**config.mk**
```make
export PLATFORM = sky130hd
export DESIGN_NAME = timer_mode_polarity_control
export DESIGN_NICKNAME = d
export VERILOG_FILES = /design/src/verilog/pin_edge_sync.v /design/src/verilog/tick_prescaler.v /design/src/verilog/timer_mode_polarity_control.v
export VERILOG_INCLUDE_DIRS = /design/src /design/src/verilog
export SDC_FILE = /design/constraint.sdc
export NUM_CORES = 1
export LEC_CHECK = 0
export BUFFER_PORTS_ARGS = -buffer_cell sky130_fd_sc_hd__buf_2
export CORE_ASPECT_RATIO = 2
export CORE_MARGIN = 1
export CORE_UTILIZATION = 25
export DETAILED_ROUTE_END_ITERATION = 16
export GPL_ROUTABILITY_DRIVEN = 0
export PLACE_DENSITY = 0.48
export REMOVE_ABC_BUFFERS = 1
export SYNTH_ARGS = -nofsm -noshare
export SYNTH_HDL_FRONTEND = slang
export SYNTH_SLANG_ARGS = --single-unit
export TNS_END_PERCENT = 50
```
**constraint.sdc**
```tcl
create_clock -name CLK_I -period 2.9 [get_ports CLK_I]
set_input_delay 0.87 -clock CLK_I [delete_from_list [all_inputs] [get_ports CLK_I]]
set_output_delay 0.87 -clock CLK_I [all_outputs]
set_load 0.02 [all_outputs]
```
**src/verilog/timer_map.vh**
```
// register offsets, field positions, reset values and mode codes of the
// timer control block; definitions only, included by the timer files
`ifndef TIMER_MAP_VH
`define TIMER_MAP_VH

// register addresses on the byte-wide register port
`define ADDR_W 12
`define ADDR_COUNT_HI 12'hF00
`define ADDR_COUNT_LO 12'hF01
`define ADDR_RELOAD_HI 12'hF02
`define ADDR_RELOAD_LO 12'hF03
`define ADDR_PWM_HI 12'hF04
`define ADDR_PWM_LO 12'hF05
`define ADDR_CTL0 12'hF06
`define ADDR_CTL1 12'hF07
`define ADDR_IRQ_STATUS 12'hF08
`define ADDR_IRQ_MASK 12'hF09

// timer_control_one fields
`define RUN_ENABLE_BIT 7
`define IO_POLARITY_BIT 6
`define PRESCALE_HI 5
`define PRESCALE_LO 3
`define MODE_SELECT_HI 2
`define MODE_SELECT_LO 0
// control zero: high bit of the mode code
`define MODE_HIGH_BIT 7

// reset, restart and step values
`define CTL_RESET 8'h00
`define COUNT_RESET 16'h0001
`define RELOAD_RESET 16'hFFFF
`define PWM_RESET 16'h0000
`define COUNT_RESTART 16'h0001
`define COUNT_STEP 16'h0001
`define BYTE_ZERO 8'h00

// interrupt status and mask layout
`define IRQ_W 3
`define IRQ_RELOAD 0
`define IRQ_CAPTURE 1
`define IRQ_GATE 2
`define IRQ_ZERO 3'h0

// four-bit mode codes
`define MODE_ONE_SHOT 4'h0
`define MODE_CONTINUOUS 4'h1
`define MODE_COUNTER 4'h2
`define MODE_PWM_SINGLE 4'h3
`define MODE_CAPTURE 4'h4
`define MODE_COMPARE 4'h5
`define MODE_GATED 4'h6
`define MODE_CAPTURE_COMPARE 4'h7

// prescaler depth: divide by up to two to the seventh
`define PRESCALE_W 7

`endif

```
**src/verilog/pin_edge_sync.v**
```verilog
// two-stage synchroniser for an external pin with edge detection
// assumes the pin is asynchronous to clk_i
`timescale 1ns/1ns
`default_nettype none

module pin_edge_sync (
    input wire clk_i,
    input wire rst_i,
    input wire pin_i,
    output wire level_o,
    output wire rise_o,
    output wire fall_o
);

    reg meta;
    reg stable;
    reg prev;

    // meta feeds only stable
    always @(posedge clk_i) begin
        if (rst_i) begin
            meta <= 1'b0;
            stable <= 1'b0;
            prev <= 1'b0;
        end else begin
            meta <= pin_i;
            stable <= meta;
            prev <= stable;
        end
    end

    assign level_o = stable;
    assign rise_o = stable & ~prev;
    assign fall_o = ~stable & prev;

endmodule // pin_edge_sync

`default_nettype wire

```
**src/verilog/tick_prescaler.v**
```verilog
// power-of-two prescaler: passes one of every 2**sel_i input ticks
// assumes tick_i is a one-cycle pulse on clk_i
`timescale 1ns/1ns
`default_nettype none

module tick_prescaler #(
    parameter WIDTH = 7
) (
    input wire clk_i,
    input wire rst_i,
    input wire clear_i,
    input wire tick_i,
    input wire [2:0] sel_i,
    output wire tick_o
);

    reg [WIDTH-1:0] cnt;
    wire [WIDTH-1:0] mask;

    assign mask = ~({WIDTH{1'b1}} << sel_i);
    assign tick_o = tick_i & ((cnt & mask) == mask);

    always @(posedge clk_i) begin
        if (rst_i || clear_i) begin
            cnt <= {WIDTH{1'b0}};
        end else if (tick_i) begin
            cnt <= cnt + {{(WIDTH-1){1'b0}}, 1'b1};
        end
    end

endmodule // tick_prescaler

`default_nettype wire

```
**src/verilog/timer_mode_polarity_control.v**
```verilog
// 16-bit general timer: control byte, polarity, prescaler and mode logic
// assumes a byte register port on CLK_I and an asynchronous timer input pin
`include "timer_map.vh"
`timescale 1ns/1ns
`default_nettype none

module timer_mode_polarity_control #(
    parameter PRESCALE_W = `PRESCALE_W
) (
    input wire CLK_I,
    input wire RST_I,
    input wire [`ADDR_W-1:0] ADDR_I,
    input wire [7:0] WDATA_I,
    input wire WR_I,
    input wire RD_I,
    output reg [7:0] RDATA_O,
    input wire TIN_I,
    output reg TOUT_O,
    output reg IRQ_O
);

    reg [7:0] timer_control_one;
    reg [7:0] timer_control_zero;
    reg [15:0] count;
    reg [15:0] reload;
    reg [15:0] pwm_value;
    reg [`IRQ_W-1:0] irq_status;
    reg [`IRQ_W-1:0] irq_mask;
    reg started;
    reg one_shot_done;
    reg pulse_pending;
    reg raw_tick;
    reg [7:0] next_rdata;

    wire run_enable_bit;
    wire io_polarity_bit;
    wire [2:0] prescale_field;
    wire [2:0] mode_select_field;
    wire [3:0] mode;
    wire tin_level;
    wire tin_rise;
    wire tin_fall;
    wire active_edge;
    wire gate_active;
    wire gate_end_edge;
    wire tick;
    wire at_reload;
    wire pwm_match;
    wire capture_event;
    wire start_event;
    wire gate_event;
    wire [`IRQ_W-1:0] irq_events;
    wire [`IRQ_W-1:0] irq_clear;
    wire [`IRQ_W-1:0] next_irq_status;

    assign run_enable_bit = timer_control_one[`RUN_ENABLE_BIT];
    assign io_polarity_bit = timer_control_one[`IO_POLARITY_BIT];
    assign prescale_field = timer_control_one[`PRESCALE_HI:`PRESCALE_LO];
    assign mode_select_field =
        timer_control_one[`MODE_SELECT_HI:`MODE_SELECT_LO];
    assign mode = {timer_control_zero[`MODE_HIGH_BIT],
                   mode_select_field};

    pin_edge_sync u_tin_sync (
        .clk_i(CLK_I),
        .rst_i(RST_I),
        .pin_i(TIN_I),
        .level_o(tin_level),
        .rise_o(tin_rise),
        .fall_o(tin_fall)
    );

    // polarity 0 selects rising edges and high gate, 1 the opposite
    assign active_edge = io_polarity_bit ? tin_fall : tin_rise;
    assign gate_active = io_polarity_bit ? ~tin_level : tin_level;
    assign gate_end_edge = io_polarity_bit ? tin_rise : tin_fall;

    // what advances the prescaler in each mode
    always @* begin
        raw_tick = 1'b0;
        case (mode)
            `MODE_ONE_SHOT: raw_tick = ~one_shot_done;
            `MODE_CONTINUOUS: raw_tick = 1'b1;
            `MODE_COUNTER: raw_tick = active_edge;
            `MODE_PWM_SINGLE: raw_tick = 1'b1;
            `MODE_CAPTURE: raw_tick = 1'b1;
            `MODE_COMPARE: raw_tick = 1'b1;
            `MODE_GATED: raw_tick = gate_active;
            `MODE_CAPTURE_COMPARE: raw_tick = started;
            default: raw_tick = 1'b0;
        endcase
    end

    tick_prescaler #(
        .WIDTH(PRESCALE_W)
    ) u_prescaler (
        .clk_i(CLK_I),
        .rst_i(RST_I),
        .clear_i(~run_enable_bit),
        .tick_i(run_enable_bit & raw_tick),
        .sel_i(prescale_field),
        .tick_o(tick)
    );

    assign at_reload = tick & (count == reload);
    assign pwm_match = tick & (count == pwm_value)
        & (mode == `MODE_PWM_SINGLE);
    assign capture_event = run_enable_bit & active_edge
        & ((mode == `MODE_CAPTURE)
        | ((mode == `MODE_CAPTURE_COMPARE) & started));
    assign start_event = run_enable_bit & active_edge & ~started
        & (mode == `MODE_CAPTURE_COMPARE);
    assign gate_event = run_enable_bit & gate_end_edge
        & (mode == `MODE_GATED);

    // register writes; timer logic wins over a software write
    always @(posedge CLK_I) begin
        if (RST_I) begin
            timer_control_one <= `CTL_RESET;
            timer_control_zero <= `CTL_RESET;
            reload <= `RELOAD_RESET;
        end else if (WR_I) begin
            case (ADDR_I)
                `ADDR_CTL1: timer_control_one <= WDATA_I;
                `ADDR_CTL0: timer_control_zero <= WDATA_I;
                `ADDR_RELOAD_HI: reload[15:8] <= WDATA_I;
                `ADDR_RELOAD_LO: reload[7:0] <= WDATA_I;
                default: reload <= reload;
            endcase
        end
    end

    // counter: runs from the restart value up to reload
    always @(posedge CLK_I) begin
        if (RST_I) begin
            count <= `COUNT_RESET;
        end else if (at_reload) begin
            count <= `COUNT_RESTART;
        end else if (tick) begin
            count <= count + `COUNT_STEP;
        end else if (WR_I && ADDR_I == `ADDR_COUNT_HI) begin
            count[15:8] <= WDATA_I;
        end else if (WR_I && ADDR_I == `ADDR_COUNT_LO) begin
            count[7:0] <= WDATA_I;
        end
    end

    // pwm value, also the capture holding register
    always @(posedge CLK_I) begin
        if (RST_I) begin
            pwm_value <= `PWM_RESET;
        end else if (capture_event) begin
            pwm_value <= count;
        end else if (WR_I && ADDR_I == `ADDR_PWM_HI) begin
            pwm_value[15:8] <= WDATA_I;
        end else if (WR_I && ADDR_I == `ADDR_PWM_LO) begin
            pwm_value[7:0] <= WDATA_I;
        end
    end

    // run state flags, cleared whenever the timer is off
    always @(posedge CLK_I) begin
        if (RST_I || !run_enable_bit) begin
            started <= 1'b0;
            one_shot_done <= 1'b0;
        end else begin
            if (start_event) begin
                started <= 1'b1;
            end
            if (at_reload && mode == `MODE_ONE_SHOT) begin
                one_shot_done <= 1'b1;
            end
        end
    end

    // timer output
    always @(posedge CLK_I) begin
        if (RST_I) begin
            TOUT_O <= 1'b0;
            pulse_pending <= 1'b0;
        end else if (!run_enable_bit) begin
            // follows the stored polarity one cycle after the write
            TOUT_O <= io_polarity_bit;
            pulse_pending <= 1'b0;
        end else begin
            case (mode)
                `MODE_ONE_SHOT: begin
                    if (pulse_pending) begin
                        TOUT_O <= ~TOUT_O;
                        pulse_pending <= 1'b0;
                    end else if (at_reload) begin
                        TOUT_O <= ~TOUT_O;
                        pulse_pending <= 1'b1;
                    end
                end
                `MODE_PWM_SINGLE: begin
                    if (at_reload) begin
                        TOUT_O <= io_polarity_bit;
                    end else if (pwm_match) begin
                        TOUT_O <= ~io_polarity_bit;
                    end
                end
                `MODE_CONTINUOUS: begin
                    if (at_reload) begin
                        TOUT_O <= ~TOUT_O;
                    end
                end
                `MODE_COUNTER,
                `MODE_CAPTURE: begin
                    if (at_reload) begin
                        TOUT_O <= ~TOUT_O;
                    end
                end
                `MODE_COMPARE: begin
                    if (at_reload) begin
                        TOUT_O <= ~TOUT_O;
                    end
                end
                `MODE_GATED: begin
                    if (at_reload) begin
                        TOUT_O <= ~TOUT_O;
                    end
                end
                `MODE_CAPTURE_COMPARE: begin
                    if (at_reload) begin
                        TOUT_O <= ~TOUT_O;
                    end
                end
                default: begin
                    TOUT_O <= TOUT_O;
                end
            endcase
        end
    end

    // sticky interrupt status: a new event wins over a write-one clear
    assign irq_events[`IRQ_RELOAD] = at_reload;
    assign irq_events[`IRQ_CAPTURE] = capture_event;
    assign irq_events[`IRQ_GATE] = gate_event;
    assign irq_clear = (WR_I && ADDR_I == `ADDR_IRQ_STATUS)
        ? WDATA_I[`IRQ_W-1:0] : `IRQ_ZERO;
    assign next_irq_status = (irq_status & ~irq_clear) | irq_events;

    always @(posedge CLK_I) begin
        if (RST_I) begin
            irq_status <= `IRQ_ZERO;
            irq_mask <= `IRQ_ZERO;
            IRQ_O <= 1'b0;
        end else begin
            irq_status <= next_irq_status;
            if (WR_I && ADDR_I == `ADDR_IRQ_MASK) begin
                irq_mask <= WDATA_I[`IRQ_W-1:0];
            end
            IRQ_O <= |(irq_status & irq_mask);
        end
    end

    // read data, valid in the cycle after the read strobe
    always @* begin
        next_rdata = `BYTE_ZERO;
        case (ADDR_I)
            `ADDR_COUNT_HI: next_rdata = count[15:8];
            `ADDR_COUNT_LO: next_rdata = count[7:0];
            `ADDR_RELOAD_HI: next_rdata = reload[15:8];
            `ADDR_RELOAD_LO: next_rdata = reload[7:0];
            `ADDR_PWM_HI: next_rdata = pwm_value[15:8];
            `ADDR_PWM_LO: next_rdata = pwm_value[7:0];
            `ADDR_CTL0: next_rdata = timer_control_zero;
            `ADDR_CTL1: next_rdata = timer_control_one;
            `ADDR_IRQ_STATUS: next_rdata = {5'h00, irq_status};
            `ADDR_IRQ_MASK: next_rdata = {5'h00, irq_mask};
            default: next_rdata = `BYTE_ZERO;
        endcase
    end

    always @(posedge CLK_I) begin
        if (RST_I) begin
            RDATA_O <= `BYTE_ZERO;
        end else if (RD_I) begin
            RDATA_O <= next_rdata;
        end else begin
            RDATA_O <= `BYTE_ZERO;
        end
    end

endmodule // timer_mode_polarity_control

`default_nettype wire

```
### Word-level counts from Yosys, hierarchy flattened

Index checks and enable logic that the tools add are counted.

* register bits after elaboration: 93
* logic and storage cells: 126
* output and inout port bits: 10

* shift operators: 1
* multiplexer cells: 22
* equal/unequal tests: 24
* bitwise gates (word level): 29
* reductions and logical operators: 28
* $add $sub $neg: 2

Operator list (number)
* == test 12 bit (second input constant): 10
* one-hot mux 8 bit (10 select lines): 1
* 2-to-1 mux 8 bit: 6
* == test 16 bit: 2
* 2-to-1 mux 16 bit: 2
* adder 16 x 1 -> 16 bit (second input constant): 1
* == test 4 x 3 -> 1 bit (second input constant): 4
* AND 1 bit: 14
* AND reduction 2 bit: 7
* 2-to-1 mux 1 bit: 10
* == test 4 x 2 -> 1 bit (second input constant): 2
* NOT 1 bit: 8
* nonzero test 2 bit: 4
* adder 7 x 1 -> 7 bit (second input constant): 1
* AND 7 bit: 1
* == test 7 bit: 1
* logical AND 1 bit: 7
* NOT 7 bit: 1
* left shift 7 x 3 -> 7 bit (first input constant): 1
* AND 3 bit: 2
* OR reduction 2 bit: 3
* OR reduction 6 bit: 1
* one-hot mux 1 bit (5 select lines): 1
* == test 4 x 1 -> 1 bit (second input constant): 1
* other kinds (13): 15

### Logic depth before layout (Yosys ltp)

Gate-level depths: netlist (run 1).

* word-level depth: 12
* mapped depth: 10
* depth with buffers taken out: 8

### By module

A second synthesis (run 1) with hierarchy kept.

* cell total of the unflattened synthesis: 611
* area total of the unflattened synthesis: 4944.7 um^2

By module, submodules not included
* timer_mode_polarity_control: area an instance 4506.8 um^2, times used 1, sequential area each 1661.6 um^2, cells each 561
* tick_prescaler: area an instance 346.6 um^2, times used 1, sequential area each 140.1 um^2, cells each 42
* pin_edge_sync: area an instance 91.3 um^2, times used 1, sequential area each 60.1 um^2, cells each 8

### Worst setup path before layout (run 1)

Ideal clock, no wire load.

* path kind: input port to flip-flop
* start: in ADDR_I[7]
* end: reg irq_mask[2]
* arrival time: 2.529 ns
* stages: 7
* setup slack: 0.239 ns
* path buffers: 0
* setup time: 0.132 ns
* path through: or4_4 nor2_1 nand2_1 nor4_1 nand2_1 nand2_1 a21oi_1

* longest elaborated chain between the ends: 2

Ends and longest elaborated chain
* start: declaration: RTL line timer_mode_polarity_control.v:12 `` input wire [`ADDR_W-1:0] ADDR_I, ``
* == test 12 bit
* logical AND 1 bit (no source line)
* end signal: assignment: RTL line timer_mode_polarity_control.v:247 `` irq_mask <= `IRQ_ZERO; ``
* end signal: assignment: RTL line timer_mode_polarity_control.v:252 `` irq_mask <= WDATA_I[`IRQ_W-1:0]; ``
* end: declaration: RTL line timer_mode_polarity_control.v:28 `` reg [`IRQ_W-1:0] irq_mask; ``

Every way passes these cells.
A chain may end at the register's enable or synchronous reset.

### Worst setup path in the final report (run 1)

* start: reg count[0]
* end: reg count[14]

* longest elaborated chain between the ends: 3

Ends and longest elaborated chain
* start: declaration: RTL line timer_mode_polarity_control.v:24 `reg [15:0] count;`
* start signal: assignment: RTL line timer_mode_polarity_control.v:136 `` count <= `COUNT_RESET; ``
* start signal: assignment: RTL line timer_mode_polarity_control.v:138 `` count <= `COUNT_RESTART; ``
* start signal: assignment: RTL line timer_mode_polarity_control.v:140 `` count <= count + `COUNT_STEP; ``
* parallel branches: the longest is 3 deep, another holds adder 16 x 1 -> 16 bit

Several ways; the timed one is not identified.

==> reports/results.md, run 1 <==
### Drt
• Detail Route Antenna Nets: 0
• total wirelength of the detailed-routed design: 18770 um
• count of vias placed by the detailed router: 4919
• Via-to-Cell Ratio: 5.335
• wire per inst: 20.36 um
• total iterations of the first detailed-routing run: 5
• count of unresolved DRC violations after routing: 0
• Iter 0 DRT Violations: 399

### Cells and area
• fin cells: 922
• layout overhead on the synthesized area: 17.97%
• area taken by flip-flops and latches: 1862 um^2
• commonest non-fill, non-tap cell in the layout: sky130_fd_sc_hd__dfxtp_1
• fraction of layout instances using a drive strength above 1: 16.97%
• Inserted Diodes: 0
• most frequent cells in the layout: sky130_fd_sc_hd__dfxtp_1, sky130_fd_sc_hd__nor2_1, sky130_fd_sc_hd__nand2_1, sky130_fd_sc_hd__buf_4, sky130_fd_sc_hd__xor2_1
• area occupied by multi-input gates: 2932 um^2
• nets: 683
• number of fill cells: 2197

### Global routing
• wire length of the first global-routing pass: 28660 um
• via count of the first global-routing pass: 4980
• pin count of the biggest net entering global routing: 37
• grt ovf: 0
• number of antenna violations at the first check in global routing: 0
• overall routing resource usage: 18.93%

### Worst setup path
• Worst Reg-to-Reg Cells: 8
• critical path required time: 3.15 ns
• type of origin of the critical path: register
• CP Data Arrival Time: 2.81 ns
• launch point of the worst path: count[0]
• maximum net fanout on the critical path: 6
• cells traversed along the worst timing path: ha_1, and3_1, and3_1, and3_2, nand3_1, nor3_2, a311oi_1, a2111oi_1
• kind of end point of the critical path: register
• destination of the worst register-to-register timing path: count[14]
• Worst Setup EP: count[14]
• Critical Path Max Stage Delay: 0.57 ns
• type of the worst setup path: register to register
• minimum setup slack among reg-to-reg paths: 0.35 ns
• cell with the largest stage delay on the worst path: sky130_fd_sc_hd__dfxtp_1
• Crit Reg-Reg Startpoint: count[0]
• Most Frequent Cell on Critical Path: sky130_fd_sc_hd__and3_1

### Timing
• setup repair after global routing missed its margin: no
• slew of the pin with the lowest slew margin: 0.5647 ns
• fin crit period: 2.555 ns
• count of final max-slew check failures: 0
• share of the clock period used by the worst path: 88.10%
• final hold violation count: 0
• highest achievable clock rate: 0.3914 GHz
• clock tree skew after final layout: 0.01102 ns
• number of setup violations in the final report: 0
• Slew HR: 62.35%

### Place
• HPWL after DPL: 14200 um
• placed cell count: 907
• IO Port Bufs: 34

### Floorplanning
• Total Die Area: 21020 um^2
• FP Rows: 73
• Starting Density: 25.63%
• height of the die: 204.1 um
• Die Width: 103.0 um
• Boundary Pins: 35
• placeable core region: 19910 um^2

### Synth
• flip-flop and latch count after synthesis: 93
• mux share of post-synthesis cell area: 6.889%
• adder-cell share of the synthesized area: 0.4903%
• post-synth cell types: 64
• netlist area before placement: 5104 um^2
• main combinational cell family by area after synthesis: simple AND/OR/NAND/NOR gates
• post-synthesis compound-gate area fraction: 19.88%
• cells after synthesis: 614
• fraction of synthesis flops using an asynchronous set or reset pin: 0%
• fraction of the mapped netlist area in simple logic gates: 23.49%
• fraction of synthesized cell area in xor and xnor cells: 6.693%
• number of enable flip-flop cells after synthesis: 0
• yosys warns: 0
• fraction of the yosys area taken by sequential cells: 36.48%
• synthesized area per cell: 8.312 um^2
• most used flip-flop cell after synthesis: sky130_fd_sc_hd__dfxtp_1

### Clock network
• clock buffers created by TritonCTS: 9
• number of hold-repair buffers added at the cts stage: 0
• CTS Root Buffer Type: sky130_fd_sc_hd__clkbuf_16
• post-cts repair resize count: 0
• Clock Tree Buf Depth: 2
• number of clock sinks seen by CTS: 93
• number of post-CTS setup repair buffers: 0
• H-tree levels: 3
• Skew-Pair Late Insertion Delay: 0.37 ns
• CTS tree: yes
• clock-pin transition on the worst setup and hold timing paths: 0.07 ns

### Power
• Leakage: 2.202 nW
• peak supply drop: 0.2027 mV
• sum of internal, switching and leakage power: 2.574 mW
• Power per Cell Area: 427.5 nW/um^2

### Hold path
• worst hold path cell count: 1
• class of the most critical hold timing path: register to register

### Flow run
• count of max-cap constraint violations: 0

### Run status
• result of the run: finished clean

-- sequential cells by signal, indices dropped and copies added (netlist names) --
name / flops
IRQ_O: 1
RDATA_O: 8
TOUT_O: 1
count: 16
irq_mask: 3
irq_status: 3
one_shot_done: 1
pulse_pending: 1
pwm_value: 16
reload: 16
started: 1
timer_control_one: 8
timer_control_zero: 8
u_prescaler.cnt: 7
u_tin_sync.level_o: 1
u_tin_sync.meta: 1
u_tin_sync.prev: 1
-- layout make-up --
class / instances / share of cell area [%]
Clock buffer: 13 / 3.990
Clock inverter: 2 / 0.5819
Inverter: 9 / 0.5611
Multi-Input combinational cell: 458 / 48.69
Sequential cell: 93 / 30.92
Tap cell: 262 / 5.445
Timing Repair Buffer: 85 / 9.809
-- how the worst min path moves through the flow --
stage	start	endpoint	slack, ns
floorplan	u_tin_sync.meta	u_tin_sync.level_o	0.41
global placement	u_tin_sync.meta	u_tin_sync.level_o	0.44
detailed placement	u_tin_sync.meta	u_tin_sync.level_o	0.44
CTS	u_tin_sync.meta	u_tin_sync.level_o	0.46
global route	u_tin_sync.meta	u_tin_sync.level_o	0.47
finish	u_tin_sync.meta	u_tin_sync.level_o	0.45
-- kinds of logic (layout without fill, tap and decap cells) --
kind of cell | count (synthesis) | after routing
adder cells (fa/ha/maj) | 2 | 2
AND/OR/NAND/NOR | 239 | 239
XOR/XNOR | 39 | 39
multiplexers | 35 | 35
buffers and inverters | 63 | 109
flip-flops | 93 | 93
AO/OA/AOI/OAI | 143 | 143
-- layer usage --
| layer | global-route usage, % | vias up | routed length (um) |
|---|---|---|---|
| met5 | 0 | - | 0 |
| met4 | 15.95 | 0 | 1600 |
| met3 | 3.420 | 73 | 680 |
| met2 | 34.40 | 169 | 10170 |
| met1 | 17.59 | 2380 | 6321 |
| li1 | - | 2297 | - |
-- power by group --
part / internal, mW / switching (mW) / leakage, nW / total [mW]
Sequential: 1.28 / 0.00111 / 0.750 / 1.28
Clock: 0.664 / 0.526 / 0.134 / 1.19
Combinational: 0.0296 / 0.0752 / 1.32 / 0.105
-- critical path: cells and delay by family, from the launching register on --
| family | cells | cell delay, ns |
|---|---|---|
| adder cells (fa/ha/maj) | 1 | 0.27 |
| AO/OA/AOI/OAI | 2 | 0.52 |
| AND/OR/NAND/NOR | 5 | 1.07 |
| flip-flops | 1 | 0.57 |
-- synthesized netlist by cell type, drive strengths merged, types with 3 or more instances --
| master | number | area [um^2] |
|---|---|---|
| a211o | 16 | 140.1 |
| a211oi | 6 | 50.05 |
| a21o | 3 | 22.52 |
| a21oi | 37 | 185.2 |
| a221oi | 9 | 78.83 |
| a22oi | 7 | 52.55 |
| a311oi | 18 | 157.7 |
| a31oi | 4 | 25.02 |
| a32oi | 4 | 35.03 |
| and3 | 11 | 71.31 |
| buf | 22 | 121.4 |
| clkbuf | 32 | 155.2 |
| dfxtp | 93 | 1862 |
| inv | 9 | 33.78 |
| mux2i | 34 | 340.3 |
| nand2 | 48 | 180.2 |
| nand2b | 3 | 18.77 |
| nand3 | 29 | 145.1 |
| nand4 | 10 | 62.56 |
| nor2 | 76 | 287.8 |
| nor2b | 21 | 131.4 |
| nor3 | 8 | 61.31 |
| nor3b | 5 | 42.54 |
| nor4 | 14 | 87.58 |
| o21ai | 16 | 80.08 |
| o22ai | 6 | 37.54 |
| o2bb2ai | 4 | 35.03 |
| xor2 | 38 | 332.8 |
-- metrics by stage --
step                      instance area [um^2]  utilization (%)  TNS, ns  worst slack, ns  hold slack [ns]
after global routing                      6021            30.24        0           0.2473           0.4705
final                                     6021            30.24        0           0.3452           0.4451
after global placement                    5746            28.86        0           0.1403           0.4410
after floorplan                           4827                -  -0.4684         -0.05855           0.4138
after CTS                                 6021            30.24        0           0.3817           0.4574
after detailed placement                  5746            28.86        0          0.06607           0.4396
Note: power is estimated with default switching activity, not from simulation.
==> inputs of run 2 (changes only) <==
- CORE_UTILIZATION: 25 -> 28
- PLACE_DENSITY: 0.48 -> 0.51
==> reports/results.md, run 2 (same netlist as run 1, synthesis figures left out) <==
### Run status
• result of the run: finished clean, unchanged

### Timing
• number of setup violations in the final report: 0, unchanged
• final worst hold slack: 0.4450 ns, was 0.4451 ns
• clock tree skew after final layout: 0.007456 ns, was 0.01102 ns
• slew of the pin with the lowest slew margin: 0.5066 ns, was 0.5647 ns
• setup repair after global routing missed its margin: no, unchanged
• Sum Neg Setup Slack: 0 ns, unchanged
• Slew HR: 66.22%, was 62.35%
• final hold violation count: 0, unchanged
• fin crit period: 2.492 ns, was 2.555 ns
• share of the clock period used by the worst path: 85.94%, was 88.10%
• count of final max-slew check failures: 0, unchanged
• highest achievable clock rate: 0.4012 GHz, was 0.3914 GHz

### Worst setup path
• kind of end point of the critical path: register, unchanged
• cell with the largest stage delay on the worst path: sky130_fd_sc_hd__dfxtp_1, unchanged
• Worst Reg-to-Reg Cells: 7, was 8
• type of origin of the critical path: register, unchanged
• CP Data Arrival Time: 2.70 ns, was 2.81 ns
• Critical Path Max Stage Delay: 0.59 ns, was 0.57 ns
• critical path required time: 3.11 ns, was 3.15 ns
• cells traversed along the worst timing path: xor2_1, nor4_1, nand4_1, a211oi_2, buf_4, or2_2, a21oi_1, was ha_1, and3_1, and3_1, and3_2, nand3_1, nor3_2, a311oi_1, a2111oi_1
• type of the worst setup path: register to register, unchanged
• maximum net fanout on the critical path: 12, was 6

### Clock network
• CTS tree: yes, unchanged
• number of hold-repair buffers added at the cts stage: 0, unchanged
• Clock Tree Buf Depth: 2, unchanged
• post-cts repair resize count: 0, unchanged
• Skew-Pair Late Insertion Delay: 0.35 ns, was 0.37 ns
• clock buffers created by TritonCTS: 9, unchanged
• number of post-CTS setup repair buffers: 0, unchanged
• number of clock sinks seen by CTS: 93, unchanged
• CTS Root Buffer Type: sky130_fd_sc_hd__clkbuf_16, unchanged
• H-tree levels: 3, unchanged
• clock-pin transition on the worst setup and hold timing paths: 0.07 ns, about the same

### Drt
• total wirelength of the detailed-routed design: 17770 um, was 18770 um
• Via-to-Cell Ratio: 5.604, was 5.335
• count of unresolved DRC violations after routing: 0, unchanged
• Iter 0 DRT Violations: 312, was 399
• wire per inst: 20.33 um, was 20.36 um
• count of vias placed by the detailed router: 4898, was 4919
• total iterations of the first detailed-routing run: 7, was 5
• Detail Route Antenna Nets: 0, unchanged

### Power
• Power per Cell Area: 412.0 nW/um^2, was 427.5 nW/um^2
• peak supply drop: 0.2115 mV, was 0.2027 mV
• Leakage: 2.192 nW, was 2.202 nW

### Cells and area
• commonest non-fill, non-tap cell in the layout: sky130_fd_sc_hd__dfxtp_1, unchanged
• layout overhead on the synthesized area: 16.06%, was 17.97%
• fin cells: 874, was 922
• nets: 685, was 683
• fraction of layout instances using a drive strength above 1: 17.25%, was 16.97%
• utilization after layout: 33.31%, was 30.24%
• most frequent cells in the layout: sky130_fd_sc_hd__dfxtp_1, sky130_fd_sc_hd__nor2_1, sky130_fd_sc_hd__buf_4, was sky130_fd_sc_hd__dfxtp_1, sky130_fd_sc_hd__nor2_1, sky130_fd_sc_hd__nand2_1, sky130_fd_sc_hd__buf_4, sky130_fd_sc_hd__xor2_1
• biggest regs: count x16, pwm_value x16, reload x16, unchanged
• Final Cell Area: 5923 um^2, was 6021 um^2
• Inserted Diodes: 0, unchanged
• number of fill cells: 1896, was 2197

### Floorplanning
• placeable core region: 17780 um^2, was 19910 um^2
• Starting Density: 28.70%, was 25.63%
• Total Die Area: 18800 um^2, was 21020 um^2
• Die Width: 97.47 um, was 103.0 um
• Boundary Pins: 35, unchanged
• FP Rows: 69, was 73
• height of the die: 192.9 um, was 204.1 um

### Place
• IO Port Bufs: 34, unchanged
• Placement Cell Area: 5674 um^2, was 5746 um^2
• HPWL after DPL: 13600 um, was 14200 um
• placed cell count: 860, was 907

### Global routing
• pin count of the biggest net entering global routing: 37, unchanged
• number of antenna violations at the first check in global routing: 0, unchanged
• overall routing resource usage: 19.14%, was 18.93%
• grt ovf: 0, unchanged
• wire length of the first global-routing pass: 27250 um, was 28660 um
• via count of the first global-routing pass: 4889, was 4980

### Flow run
• count of max-cap constraint violations: 0, unchanged

### Hold path
• class of the most critical hold timing path: register to register, unchanged
• worst hold path cell count: 1, unchanged

[run 2: cell count changes in the layout (fill, tap and decap cells not counted)]
cell,before,now
sky130_fd_sc_hd__buf_12,3,1
sky130_fd_sc_hd__bufinv_16,1,0
sky130_fd_sc_hd__clkinvlp_4,0,1
sky130_fd_sc_hd__clkbuf_1,4,3
sky130_fd_sc_hd__buf_4,48,52
[run 2: stage by stage]
stage | worst slack, ns | total power [mW]
3_5_place_dp | 0.1289 | 1.409
5_1_grt | 0.2427 | 2.526
2_1_floorplan | -0.05855 | 1.327
4_1_cts | 0.4258 | 2.465
6_report | 0.4078 | 2.440
3_3_place_gp | 0.1711 | 1.409
[run 2: routing by layer]
metal  vias to the layer above  wire length [um]  GRT usage, %
met3                        71               648         3.172
met5                         -                 0             0
met1                      2354              5936         17.56
li1                       2307                 -             -
met2                       166              9554         35.64
met4                         0              1629         17.59
[run 2: power breakdown]
group,total [mW],switching [mW],leakage [nW],internal (mW)
clock,1.06,0.488,0.119,0.571
combinational,0.102,0.0721,1.32,0.0295
sequential,1.28,0.00114,0.750,1.28
total,2.44,0.561,2.19,1.88
[run 2: cell type report]
cell class / count / area (um^2) / area share [%]
multi-input cells: 458 / 2932 / 49.49
inverters: 9 / 33.78 / 0.5703
clock buffers: 12 / 236.5 / 3.992
flip-flops and latches: 93 / 1862 / 31.43
repair buffers: 87 / 580.6 / 9.801
well taps: 213 / 266.5 / 4.499
clock inverters: 2 / 12.51 / 0.2112
[run 2: final timing paths]
kind	slack (ns)	to	startpoint
worst max-delay path	0.41	count[8]	count[3]
worst min-delay path	0.45	u_tin_sync.level_o	u_tin_sync.meta
worst max register to register	0.41	count[8]	count[3]
worst min register to register	0.45	u_tin_sync.level_o	u_tin_sync.meta
[run 2: critical path: cells and delay by family, from the launching register on]
kind / cells / cell delay [ns]
xor gates and xnor gates: 1 / 0.13
DFF: 1 / 0.59
and+or+nand+nor: 3 / 0.83
buffers and inverters: 1 / 0.21
AOI/OAI and AO/OA: 2 / 0.58
